===== config.mk =====
export PLATFORM = sky130hd
export DESIGN_NAME = ksc_scanner
export DESIGN_NICKNAME = d
export VERILOG_FILES = /design/src/ksc_pkg.sv /design/src/ksc_debounce.sv /design/src/ksc_row_timer.sv /design/src/ksc_scanner.sv
export SDC_FILE = /design/constraint.sdc
export NUM_CORES = 1
export LEC_CHECK = 0
export BUFFER_PORTS_ARGS = -buffer_cell sky130_fd_sc_hd__buf_2
export CAP_MARGIN = 20
export CORE_ASPECT_RATIO = 1.2
export CORE_MARGIN = 8
export CORE_UTILIZATION = 65
export DETAILED_ROUTE_END_ITERATION = 8
export PLACE_DENSITY = 0.83
export REMOVE_ABC_BUFFERS = 1
export SYNTH_ARGS = -nofsm -noshare
export SYNTH_HDL_FRONTEND = slang
export SYNTH_SLANG_ARGS = --single-unit

===== constraint.sdc =====
create_clock -name CLK_IN -period 8.12 [get_ports CLK_IN]
set_clock_uncertainty 0.05 [all_clocks]
set_input_delay 0.812 -clock CLK_IN [delete_from_list [all_inputs] [get_ports CLK_IN]]
set_output_delay 0.812 -clock CLK_IN [all_outputs]
set_load 0.01 [all_outputs]

===== src/ksc_pkg.sv =====
// Keypad scan configuration: shared constants, register map and carrier types.
// Assumes a single 20 MHz clock; the 32 kHz sleep rate is derived by division.
package ksc_pkg;

  // Clocking
  localparam int CLK_HZ = 20_000_000;
  localparam int SLOW_CLK_HZ = 32_768;
  localparam int SLOW_DIV_W = 10;
  localparam logic [SLOW_DIV_W-1:0] SLOW_DIV_LAST = SLOW_DIV_W'((CLK_HZ / SLOW_CLK_HZ) - 1);

  // Matrix geometry
  localparam int NUM_ROWS = 8;
  localparam int NUM_COLS = 8;
  localparam int NUM_DKEYS = 4;
  localparam int MAT_BITS = NUM_ROWS * NUM_COLS;
  localparam int KEY_BITS = MAT_BITS + NUM_DKEYS;
  localparam int KEY_IDX_W = 7;

  // Register offsets
  localparam logic [7:0] ADDR_COL_EN = 8'h60;
  localparam logic [7:0] ADDR_PULSE_WAKE = 8'h61;
  localparam logic [7:0] ADDR_ROW_EN = 8'h62;
  localparam logic [7:0] ADDR_SCNT_DKEY = 8'h63;
  localparam logic [7:0] ADDR_DB_RUN = 8'h64;

  // Reset values
  localparam logic [7:0] RST_COL_EN = 8'h00;
  localparam logic [7:0] RST_PULSE_WAKE = 8'hC0;
  localparam logic [7:0] RST_ROW_EN = 8'h00;
  localparam logic [7:0] RST_SCNT_DKEY = 8'h00;
  localparam logic [7:0] RST_DB_RUN = 8'h00;
  localparam logic [7:0] READ_NONE = 8'h00;

  // Field positions
  localparam int PW_HI = 7;
  localparam int PW_LO = 6;
  localparam int WAKE_BIT = 5;
  localparam int SCNT_HI = 7;
  localparam int SCNT_LO = 4;
  localparam int DKEY_HI = 3;
  localparam int DB_HI = 7;
  localparam int DB_LO = 1;
  localparam int RUN_BIT = 0;

  // Row pulse widths in internal clock periods
  localparam logic [1:0] PW_CODE_1X = 2'h0;
  localparam logic [1:0] PW_CODE_16X = 2'h1;
  localparam logic [1:0] PW_CODE_64X = 2'h2;
  localparam logic [7:0] PW_CYC_1X = 8'h01;
  localparam logic [7:0] PW_CYC_16X = 8'h10;
  localparam logic [7:0] PW_CYC_64X = 8'h40;
  localparam logic [7:0] PW_CYC_128X = 8'h80;

  typedef struct packed {
    logic [7:0] col_scan_enable;
    logic [1:0] row_pulse_width;
    logic hibernate_wake_enable;
    logic [7:0] row_scan_enable;
    logic [3:0] scan_count;
    logic [3:0] direct_key;
    logic [6:0] debounce_setting;
    logic run;
  } ksc_regs_t;

  typedef struct packed {
    logic up;
    logic dedicated;
    logic [2:0] row;
    logic [2:0] col;
  } ksc_key_event_t;

  typedef enum logic {ST_IDLE, ST_SCAN} ksc_state_t;

endpackage : ksc_pkg


===== src/ksc_debounce.sv =====
// Debounce of the full key state vector, matrix plus dedicated keys.
// Assumes samples arrive once per scan cycle and tick_in at 32 kHz.
`timescale 1ns/1ps
`default_nettype none
module ksc_debounce
  import ksc_pkg::*;
(
  // Clock and reset
  input wire logic clk_in,
  input wire logic rst_n_in,
  // Samples
  input wire logic sample_stb_in,
  input wire logic [KEY_BITS-1:0] sample_in,
  input wire logic tick_in,
  input wire logic [6:0] limit_in,
  // Result
  output logic [KEY_BITS-1:0] confirmed_out,
  output logic busy_out
);

  typedef struct packed {
    logic [KEY_BITS-1:0] candidate;
    logic [KEY_BITS-1:0] confirmed;
    logic [6:0] count;
  } ksc_db_state_t;

  ksc_db_state_t state_r;
  ksc_db_state_t state_nxt;

  always_comb begin
    state_nxt = state_r;
    if (sample_stb_in && (sample_in != state_r.candidate)) begin
      state_nxt.candidate = sample_in;
      state_nxt.count = '0;
    end else if (tick_in && (state_r.count < limit_in)) begin
      state_nxt.count = state_r.count + 7'h01;
    end
    // Confirm only once the change held for the whole setting
    if (state_r.count >= limit_in) begin
      state_nxt.confirmed = state_r.candidate;
    end
  end

  assign confirmed_out = state_r.confirmed;
  assign busy_out = (state_r.candidate != state_r.confirmed);

  always_ff @(posedge clk_in or negedge rst_n_in) begin
    if (!rst_n_in) begin
      state_r <= '0;
    end else begin
      state_r <= state_nxt;
    end
  end

endmodule : ksc_debounce
`default_nettype wire


===== src/ksc_row_timer.sv =====
// Row pulse timer and 32 kHz tick divider for the keypad scanner.
// Assumes restart_in is asserted in the cycle a new row is selected.
`timescale 1ns/1ps
`default_nettype none
module ksc_row_timer
  import ksc_pkg::*;
(
  // Clock and reset
  input wire logic clk_in,
  input wire logic rst_n_in,
  // Control
  input wire logic restart_in,
  input wire logic sleep_in,
  input wire logic [1:0] pw_code_in,
  // Status
  output logic slow_tick_out,
  output logic done_out
);

  typedef struct packed {
    logic [SLOW_DIV_W-1:0] div;
    logic [7:0] cnt;
  } ksc_tmr_state_t;

  ksc_tmr_state_t state_r;
  ksc_tmr_state_t state_nxt;
  logic [7:0] limit;

  always_comb begin
    case (pw_code_in)
      PW_CODE_1X: limit = PW_CYC_1X;
      PW_CODE_16X: limit = PW_CYC_16X;
      PW_CODE_64X: limit = PW_CYC_64X;
      default: limit = PW_CYC_128X;
    endcase
  end

  assign slow_tick_out = (state_r.div == SLOW_DIV_LAST);
  // Sleep: one full slow period, tick to tick
  assign done_out = sleep_in ? slow_tick_out : (state_r.cnt == limit - 8'h01);

  always_comb begin
    state_nxt = state_r;
    state_nxt.div = slow_tick_out ? '0 : state_r.div + SLOW_DIV_W'(1);
    if (restart_in) begin
      state_nxt.cnt = '0;
    end else if (state_r.cnt != 8'hFF) begin
      state_nxt.cnt = state_r.cnt + 8'h01;
    end
  end

  always_ff @(posedge clk_in or negedge rst_n_in) begin
    if (!rst_n_in) begin
      state_r <= '0;
    end else begin
      state_r <= state_nxt;
    end
  end

endmodule : ksc_row_timer
`default_nettype wire


===== src/ksc_scanner.sv =====
// Keypad matrix scanner with its configuration registers.
// Assumes register strobes and key pins are synchronous to CLK_IN.
`timescale 1ns/1ps
`default_nettype none

// Overview of operation
// - Column enable bits include or exclude each column; all off after reset.
// - Pulse width code gives 1, 16, 64 or 128 clocks; default 128.
// - In sleep each row pulse lasts exactly one 32 kHz period.
// - Wake bit lets key activity wake from hibernation; clear blocks it.
// - Row enable bits include or exclude each row output in scanning.
// - Scan count field sets cycles waited before confirmed key data queued.
// - Low four control bits turn columns 3 to 0 into dedicated keys.
// - Run bit starts scanning when one, stops when zero; stopped after reset.
// - Seven-bit debounce setting is readable, writable, reset to zero.
// - Every key change is debounced for the set time before confirmation.
// - Enabled rows driven low one at a time while scanning, all together while waiting; others released with pull-ups.
// - Enabled columns rest high on internal pull-ups.
module ksc_scanner
  import ksc_pkg::*;
(
  // Clock and reset
  input wire logic CLK_IN,
  input wire logic RST_N_IN,
  // Register port
  input wire logic [7:0] REG_ADDR_IN,
  input wire logic REG_WR_EN_IN,
  input wire logic [7:0] REG_WDATA_IN,
  input wire logic REG_RD_EN_IN,
  output logic [7:0] REG_RDATA_OUT,
  // Power state
  input wire logic SLEEP_IN,
  input wire logic HIBERNATE_IN,
  output logic WAKE_OUT,
  // Matrix pins
  input wire logic [NUM_COLS-1:0] COL_IN,
  output logic [NUM_COLS-1:0] COL_PULLUP_EN_OUT,
  output logic [NUM_ROWS-1:0] ROW_OUT,
  output logic [NUM_ROWS-1:0] ROW_OE_OUT,
  output logic [NUM_ROWS-1:0] ROW_PULLUP_EN_OUT,
  // Key events
  output logic KEY_VALID_OUT,
  output ksc_key_event_t KEY_EVENT_OUT,
  output logic [NUM_DKEYS-1:0] DKEY_DOWN_OUT
);

  typedef struct packed {
    ksc_regs_t regs;
    ksc_state_t state;
    logic [2:0] row_idx;
    logic [MAT_BITS-1:0] matrix;
    logic [KEY_BITS-1:0] reported;
    logic [3:0] wait_cnt;
    logic emit;
    logic [7:0] rd_data;
    logic key_valid;
    ksc_key_event_t key_event;
    logic [NUM_ROWS-1:0] row_oe;
    logic wake;
  } ksc_top_state_t;

  ksc_top_state_t state_r;
  ksc_top_state_t state_nxt;

  logic restart;
  logic smp_stb;
  logic tmr_done;
  logic slow_tick;
  logic db_busy;
  logic [KEY_BITS-1:0] confirmed;
  logic [KEY_BITS-1:0] sample_vec;
  logic [NUM_COLS-1:0] mat_cols;
  logic [NUM_COLS-1:0] col_low;
  logic [NUM_DKEYS-1:0] dkey_raw;
  logic [3:0] nr;
  logic [7:0] fd;

  // Lowest enabled row at or above a start index
  function automatic logic [3:0] next_row(input logic [7:0] en, input logic [3:0] from);
    logic [3:0] res;
    res = '0;
    for (int i = NUM_ROWS - 1; i >= 0; i--) begin
      if (en[i] && (4'(i) >= from)) begin
        res = {1'b1, 3'(i)};
      end
    end
    return res;
  endfunction : next_row

  // Lowest bit where two key vectors differ
  function automatic logic [7:0] first_diff(input logic [KEY_BITS-1:0] a,
                                            input logic [KEY_BITS-1:0] b);
    logic [7:0] res;
    res = '0;
    for (int i = KEY_BITS - 1; i >= 0; i--) begin
      if (a[i] != b[i]) begin
        res = {1'b1, 7'(i)};
      end
    end
    return res;
  endfunction : first_diff

  ksc_row_timer u_timer (
    .clk_in(CLK_IN),
    .rst_n_in(RST_N_IN),
    .restart_in(restart),
    .sleep_in(SLEEP_IN),
    .pw_code_in(state_r.regs.row_pulse_width),
    .slow_tick_out(slow_tick),
    .done_out(tmr_done)
  );

  ksc_debounce u_debounce (
    .clk_in(CLK_IN),
    .rst_n_in(RST_N_IN),
    .sample_stb_in(smp_stb),
    .sample_in(sample_vec),
    .tick_in(slow_tick),
    .limit_in(state_r.regs.debounce_setting),
    .confirmed_out(confirmed),
    .busy_out(db_busy)
  );

  // Column roles
  assign mat_cols = state_r.regs.col_scan_enable
                    & ~{{(NUM_COLS-NUM_DKEYS){1'b0}}, state_r.regs.direct_key};
  assign col_low = ~COL_IN;
  assign dkey_raw = state_r.regs.direct_key & col_low[NUM_DKEYS-1:0];

  always_comb begin
    state_nxt = state_r;
    state_nxt.key_valid = 1'b0;
    restart = 1'b0;
    smp_stb = 1'b0;
    nr = '0;
    fd = '0;

    // Register writes
    if (REG_WR_EN_IN) begin
      case (REG_ADDR_IN)
        ADDR_COL_EN: state_nxt.regs.col_scan_enable = REG_WDATA_IN;
        ADDR_PULSE_WAKE: begin
          state_nxt.regs.row_pulse_width = REG_WDATA_IN[PW_HI:PW_LO];
          state_nxt.regs.hibernate_wake_enable = REG_WDATA_IN[WAKE_BIT];
        end
        ADDR_ROW_EN: state_nxt.regs.row_scan_enable = REG_WDATA_IN;
        ADDR_SCNT_DKEY: begin
          state_nxt.regs.scan_count = REG_WDATA_IN[SCNT_HI:SCNT_LO];
          state_nxt.regs.direct_key = REG_WDATA_IN[DKEY_HI:0];
        end
        ADDR_DB_RUN: begin
          state_nxt.regs.debounce_setting = REG_WDATA_IN[DB_HI:DB_LO];
          state_nxt.regs.run = REG_WDATA_IN[RUN_BIT];
        end
        default: ;
      endcase
    end

    // Register reads
    if (REG_RD_EN_IN) begin
      case (REG_ADDR_IN)
        ADDR_COL_EN: state_nxt.rd_data = state_r.regs.col_scan_enable;
        ADDR_PULSE_WAKE: state_nxt.rd_data = {state_r.regs.row_pulse_width,
                                              state_r.regs.hibernate_wake_enable,
                                              5'h00};
        ADDR_ROW_EN: state_nxt.rd_data = state_r.regs.row_scan_enable;
        ADDR_SCNT_DKEY: state_nxt.rd_data = {state_r.regs.scan_count, state_r.regs.direct_key};
        ADDR_DB_RUN: state_nxt.rd_data = {state_r.regs.debounce_setting, state_r.regs.run};
        default: state_nxt.rd_data = READ_NONE;
      endcase
    end

    // Scan sequencer
    case (state_r.state)
      ST_IDLE: begin
        if (state_r.regs.run
            // A held matrix key keeps the scan going so that its release is seen
            && ((|(col_low & mat_cols)) || (dkey_raw != confirmed[KEY_BITS-1:MAT_BITS])
                || db_busy || (confirmed != state_r.reported)
                || (|confirmed[MAT_BITS-1:0]))
            && (tmr_done || !SLEEP_IN)) begin
          nr = next_row(state_r.regs.row_scan_enable, 4'h0);
          state_nxt.matrix = '0;
          if (nr[3]) begin
            state_nxt.state = ST_SCAN;
            state_nxt.row_idx = nr[2:0];
            restart = 1'b1;
          end else begin
            smp_stb = 1'b1;
          end
        end
      end
      ST_SCAN: begin
        if (!state_r.regs.run) begin
          state_nxt.state = ST_IDLE;
        end else if (tmr_done) begin
          for (int c = 0; c < NUM_COLS; c++) begin
            state_nxt.matrix[{state_r.row_idx, 3'(c)}] = mat_cols[c] & col_low[c];
          end
          nr = next_row(state_r.regs.row_scan_enable, {1'b0, state_r.row_idx} + 4'h1);
          if (nr[3]) begin
            state_nxt.row_idx = nr[2:0];
            restart = 1'b1;
          end else begin
            state_nxt.state = ST_IDLE;
            smp_stb = 1'b1;
          end
        end
      end
      default: state_nxt.state = ST_IDLE;
    endcase

    // Hold-off and event output
    if (state_r.emit) begin
      fd = first_diff(confirmed, state_r.reported);
      if (fd[7]) begin
        state_nxt.key_valid = 1'b1;
        state_nxt.key_event.up = ~confirmed[fd[6:0]];
        state_nxt.key_event.dedicated = (fd[6:0] >= KEY_IDX_W'(MAT_BITS));
        state_nxt.key_event.row = fd[5:3];
        state_nxt.key_event.col = fd[2:0];
        state_nxt.reported[fd[6:0]] = confirmed[fd[6:0]];
      end else begin
        state_nxt.emit = 1'b0;
        state_nxt.wait_cnt = '0;
      end
    end else if (confirmed != state_r.reported) begin
      if (state_r.wait_cnt >= state_r.regs.scan_count) begin
        state_nxt.emit = 1'b1;
      end else if (smp_stb) begin
        state_nxt.wait_cnt = state_r.wait_cnt + 4'h1;
      end
    end

    // Row drive: all enabled rows while waiting, one while scanning
    state_nxt.row_oe = '0;
    if (state_nxt.regs.run) begin
      if (state_nxt.state == ST_SCAN) begin
        state_nxt.row_oe[state_nxt.row_idx] = 1'b1;
      end else begin
        state_nxt.row_oe = state_nxt.regs.row_scan_enable;
      end
    end

    state_nxt.wake = HIBERNATE_IN && state_r.regs.hibernate_wake_enable
                     && (|(col_low & (mat_cols | {4'h0, state_r.regs.direct_key})));
  end

  assign sample_vec = {dkey_raw, state_nxt.matrix};

  always_ff @(posedge CLK_IN or negedge RST_N_IN) begin
    if (!RST_N_IN) begin
      state_r <= '0;
      state_r.regs.col_scan_enable <= RST_COL_EN;
      state_r.regs.row_pulse_width <= RST_PULSE_WAKE[PW_HI:PW_LO];
      state_r.regs.hibernate_wake_enable <= RST_PULSE_WAKE[WAKE_BIT];
      state_r.regs.row_scan_enable <= RST_ROW_EN;
      state_r.regs.scan_count <= RST_SCNT_DKEY[SCNT_HI:SCNT_LO];
      state_r.regs.direct_key <= RST_SCNT_DKEY[DKEY_HI:0];
      state_r.regs.debounce_setting <= RST_DB_RUN[DB_HI:DB_LO];
      state_r.regs.run <= RST_DB_RUN[RUN_BIT];
      state_r.state <= ST_IDLE;
    end else begin
      state_r <= state_nxt;
    end
  end

  assign REG_RDATA_OUT = state_r.rd_data;
  assign WAKE_OUT = state_r.wake;
  assign ROW_OUT = '0;
  assign ROW_OE_OUT = state_r.row_oe;
  assign ROW_PULLUP_EN_OUT = ~state_r.row_oe;
  assign COL_PULLUP_EN_OUT = state_r.regs.col_scan_enable
                             | {4'h0, state_r.regs.direct_key};
  assign KEY_VALID_OUT = state_r.key_valid;
  assign KEY_EVENT_OUT = state_r.key_event;
  assign DKEY_DOWN_OUT = state_r.reported[KEY_BITS-1:MAT_BITS];

endmodule : ksc_scanner
`default_nettype wire


# Word-level counts from Yosys, hierarchy flattened
# Cells that the tools add are included.
[word_totals]
mem_bits_ro = 0
output_inout_bits = 54
memories = 0
inputBits = 30
latchBits = 0
wordCells = 374
ramBits = 0
register_bits = 363
[op_classes]
shift = 0
bitwise = 19
n_reduce_logical = 44
addsub = 6
magnitude_cmp = 32
mux = 162
mul = 0
div_mod_pow = 0
n_eq_ne = 84
[ops]
columns = ["op", "count"]
rows = [
  ["$mux 8", 76],
  ["$bwmux 64", 8],
  ["$ne 68x68->1", 3],
  ["$mux 68", 2],
  ["$pmux 68 s2", 1],
  ["$mux 4", 24],
  ["$bwmux 68", 1],
  ["$ne 1x1->1", 68],
  ["$mux 67", 1],
  ["$reduce_or 64->1", 1],
  ["$lt 6x7->1 const B", 8],
  ["$ge 6x1->1 const B", 8],
  ["$eq 8x7->1 const B", 5],
  ["$pmux 8 s5", 1],
  ["$demux 1 s3", 9],
  ["$and 8x8->8", 3],
  ["$logic_and 1x1->1", 24],
  ["$mux 1", 24],
  ["$mux 24", 1],
  ["$pmux 8 s3", 1],
  ["$mux 9", 2],
  ["$ge 3x4->1 const A", 4],
  ["$not 8->8", 2],
  ["$or 8x4->8", 2],
  ["other kinds (41)", 68],
]

# Longest topological paths before layout
[depth]
word_depth = 75
ltp_mapped = 17
mapped_depth_nobuf = 14

# Hierarchy
# From an unflattened synthesis, not the netlist that was laid out.
[hier_totals]
cells_unflattened = 2072
hier_area_um2 = 21164.0
[modules_own_cells]
columns = ["mod", "cells_each", "area_per_inst_um2", "n_inst", "seq_area_each_um2"]
rows = [
  ["ksc_scanner", 1379, 12630.9, 1, 5057.4],
  ["ksc_debounce", 599, 7576.0, 1, 3578.4],
  ["ksc_row_timer", 94, 957.2, 1, 450.4],
]

# Worst setup path before layout
# OpenSTA, ideal clock, no wires.
[synth_timing]
kind = "in2reg"
from = "input port COL_IN[7]"
to = "register u_debounce.state_r[105] (netlist name)"
setup_slack_ns = 3.503
setup_time_ns = 0.127
t_arrival_ns = 4.440
required_time_ns = 7.943
cell_stages = 16
path_buffers = 4
path_cell_list = "nor2b_1 > clkbuf_1 > or4_1 > nor4_1 > nand4_1 > or4_4 > nand2_8 > buf_8 > nand2_1 > o21a_1 > a221o_1 > nor4_2 > a41o_2 > buf_8 > buf_12 > mux2_1"
[synth_via]
elab_chain_cells = 13
word_cells_on_any_way = 19
cone_classes = "eq/ne (1); mux (7); bitwise (3); reduce/logical (8)"
[synth_rtl]
columns = ["item", "line_no", "rtl"]
rows = [
  ["start: declaration", "ksc_scanner.sv:36", "input wire logic [NUM_COLS-1:0] COL_IN,"],
  ["$not 8->8 *", "ksc_scanner.sv:127", "assign col_low = ~COL_IN;"],
  ["$and 8x8->8", "ksc_scanner.sv:178", "&& ((|(col_low & mat_cols)) || (dkey_raw != confirmed[KEY_BITS-1:MAT_BITS])"],
  ["$reduce_or 8->1", "ksc_scanner.sv:178", ""],
  ["$logic_or 1x1->1", "ksc_scanner.sv:178", ""],
  ["$logic_or 1x1->1 (2 in series)", "ksc_scanner.sv:179", "|| db_busy || (confirmed != state_r.reported)"],
  ["$logic_or 1x1->1", "ksc_scanner.sv:180", "|| (|confirmed[MAT_BITS-1:0]))"],
  ["$logic_and 1x1->1", "ksc_scanner.sv:178", ""],
  ["$logic_and 1x1->1", "ksc_scanner.sv:181", "&& (tmr_done || !SLEEP_IN)) begin"],
  ["$mux 68", "ksc_scanner.sv:176", "if (state_r.regs.run"],
  ["$pmux 68 s2", "ksc_scanner.sv:174", "case (state_r.state)"],
  ["$ne 68x68->1", "ksc_debounce.sv:32", "if (sample_stb_in && (sample_in != state_r.candidate)) begin"],
  ["$logic_and 1x1->1", "ksc_debounce.sv:32", ""],
  ["end signal: assignment", "ksc_debounce.sv:51", "state_r <= state_nxt;"],
  ["end: declaration", "ksc_debounce.sv:27", "ksc_db_state_t state_r;"],
]
# Mark *: on every way between the ends. The rest lies on a longest branch, timed or not.
# A chain may end at the register's enable or synchronous reset.

# Worst setup path after layout
[layout_timing]
from = "register u_debounce.state_r, in the netlist u_debounce.confirmed_out[33]"
to = "register u_debounce.state_r[136] (netlist name)"
[layout_via]
elab_chain_cells = 10
word_cells_on_any_way = 14
cone_classes = "eq/ne (3); mux (4); reduce/logical (7)"
[layout_rtl]
columns = ["item", "line_no", "rtl"]
rows = [
  ["$ne 68x68->1", "ksc_debounce.sv:45", "assign busy_out = (state_r.candidate != state_r.confirmed);"],
  ["$logic_or 1x1->1 (2 in series)", "ksc_scanner.sv:179", ""],
  ["$logic_or 1x1->1 *", "ksc_scanner.sv:180", ""],
  ["$logic_and 1x1->1 *", "ksc_scanner.sv:178", ""],
  ["$logic_and 1x1->1 *", "ksc_scanner.sv:181", ""],
  ["$mux 68 *", "ksc_scanner.sv:176", ""],
  ["$pmux 68 s2 *", "ksc_scanner.sv:174", ""],
  ["via sample_vec[59]", "ksc_scanner.sv:71", "logic [KEY_BITS-1:0] sample_vec;"],
  ["$ne 68x68->1 *", "ksc_debounce.sv:32", ""],
  ["$logic_and 1x1->1 *", "ksc_debounce.sv:32", ""],
]
# The timed path passes the listed nets; every way through them passes the cells marked *.

==> metrics.txt <==
status=complete, no violations; Final Hold Fails=0; TritonCTS clock tree=done; Synth top cells by count=361 x dfrtp_1, 138 x o21ai_0, 137 x nand2_1, 137 x xnor2_1, 127 x mux2_2; Mapped Avg Cell Area=10.2 um2; number of synthesized flops with an enable pin=0; cts repair resizes=0; Finished Cell Area=0.0229 mm2; Worst Setup End Kind=register; Cell Area, Placed=0.0216 mm2; Main synth FF type=dfrtp_1; hold_buf cts=0; Worst-Margin Slew=between 1000 and 1500 ps; Clock Sinks=363; clk root buf=clkbuf_16; maximum clock path buffer count=3; drt wl/cell=~28 um; Cells after DPL=2431; final std cells w/o fill=~2.5k; Fin Hold WS=292 ps; synthesized area=about 0.021 mm2; Detail Route Antenna Nets=0; top cell type's share of synthesized area=42.6%; Tcrit/Tclk final=80.4%; asr flop ratio synth=100%; # DRC=0; Worst Path Arrival=between 6000 and 7000 ps; crit path max fanout=45; Die Y=214 um; crit path capture=u_debounce.state_r[136]; Total Negative Setup Slacks=0 ps; DP Worst Slack=roughly 1700 ps; core area=0.0322 mm2; FMAX=around 150 MHz; DRT iter0 DRCs=1749; Max Cap Violations=0; Critical Path RT=about 8500 ps; CP Class=register to register; sequential area share after synthesis=between 40 and 50%; Crit. Startpoint=u_debounce.confirmed_out[33]; I/O Buffers=75; Vias/cell=6.96; IO Pins=84; Nets=~2.1k; GRT Residual Overflow=0; PwrDens=368 mW/mm2; flop-to-flop setup slack=1590 ps; Synth area leaders=dfrtp_1 43%, mux2_2 6.7%, xnor2_1 5.7%, xor2_1 3.3%, o21ai_0 3.3%; Synth area leader=dfrtp_1; worst r2r dst=u_debounce.state_r[136]; Area Overhead vs Synth=7.89%; Worst R2R Start=u_debounce.confirmed_out[33]; vias in the first global route=17.8k; P_leak=10.4 nW; starting density of the core=approximately 66%; setup bufs post-CTS=0; first-pass GRT wire length=107 mm; final setup margin=1590 ps; die area=slightly below 0.04 mm2; yosys warns=0; Period minus WS final=6530 ps; Initial DRT Pass Iterations=9; Setup Viol. Count Final=0; worst r2r path cells=13; Clock Latency Late Sink=between 500 and 600 ps; layout cells sized above 1=roughly 18%; Total GRT Usage=35.9%; Min-Delay Path Class=primary input to asynchronous set/reset pin; most frequent cell after synthesis=dfrtp_1; pin count of the biggest net entering global routing=128; H-tree depth=2; Reg clk slew, reported paths=60 ps; Num CTS Buffers=38; gp weighted congestion=1.06; initial antenna violation count=2; Chip Width=181 um; Peak supply drop=between 500 and 600 uV; Rel. slew slack=26.0%; RSZ-0062 raised after global routing=false; cells after synthesis=2071; Yosys reg bits=around 360; Netlist cell types=101; Detailed Place HPWL=roughly 51 mm; Startpoint Class=register; Site Rows=slightly above 70; Pins Over Slew Limit=0; vias=17.4k; Total Wirelength=70.2 mm
metal layers:
layer | share of wire, % | GRT usage (%) | vias up
met3 | 8.4 | 8.20 | 386
met4 | 9.9 | 29.5 | 0
met2 | 46 | 57.9 | 1033
li1 | - | - | 7498
met5 | 0 | 0 | -
met1 | 35 | 40.3 | 8488
how the worst min path moves through the flow:
stage / endpoint / slack (ps) / depth (start not counted)
after global placement: KEY_EVENT_OUT[5] / 410 / 2
after detailed placement: KEY_EVENT_OUT[5] / 410 / 2
after CTS: state_r[56] / 330 / 1
after global routing: state_r[59] / 360 / 1
after floorplan: u_timer.state_r[15] / 410 / 1
final: state_r[59] / 290 / 1
cell families after synthesis:
group,count (synthesis),share of synthesized area (%)
AOI/OAI and AO/OA,473,15.6
other,1,0.0177
DFF,363,42.8
and+or+nand+nor,523,13.2
buffers and inverters,244,5.68
muxes,228,12.4
xor gates and xnor gates,220,9.15
adders and majority gates,19,1.12
power breakdown:
| group | switching, mW | internal (mW) |
|---|---|---|
| sequential | 0.532 | 2.16 |
| combinational | 2.54 | 1.35 |
| clock | 0.759 | 1.09 |
| total | 3.83 | 4.60 |
through the flow:
stage	power, mW	util (%)
after detailed placement	6.43	67.1
after global routing	8.78	71.2
after CTS	8.30	71.1
final	8.43	71.2
after floorplan	4.94	-
after global placement	6.29	67.0
sequential cells by signal, indices dropped and copies added, names as in the netlist:
signal                    cells
ROW_OE_OUT                    8
u_timer.state_r              18
KEY_EVENT_OUT                 8
u_debounce.confirmed_out     68
u_debounce.state_r           75
WAKE_OUT                      1
state_r                     172
KEY_VALID_OUT                 1
REG_RDATA_OUT                 8
DKEY_DOWN_OUT                 4
placed cells by master, fill, tap and decap left out, types with 42 or more instances in the layout:
master / instances
o22ai_1: 42
nor4_1: 43
xnor2_1: 137
inv_1: 87
xor2_1: 81
buf_2: 74
nor2_1: 114
nand4_1: 43
dfrtp_1: 361
mux2_2: 127
mux2i_1: 61
nand2_1: 137
o31ai_1: 64
o21ai_0: 138
cell type report:
type | count | area, um2
multi-input cells | 1471 | 11000
well taps | 407 | 509
flip-flops and latches | 363 | 9090
clock buffers | 53 | 1080
inverters | 89 | 334
clock inverters | 15 | 223
repair buffers | 102 | 624
fillers | 2310 | 9260
diodes | 2 | 5.00
critical path: stages (launching register included):
cell and delay [ps]:
dfrtp_1 630, xor2_1 210, nor4_1 710, nor4bb_1 450, nand4_2 300, or4_4 570, a21oi_4 480, a22o_1 300
o22a_1 170, o2111ai_1 100, nor4_1 750, a41o_4 840, buf_4 420, mux2_2 380
(Power assumes the default switching activity.)
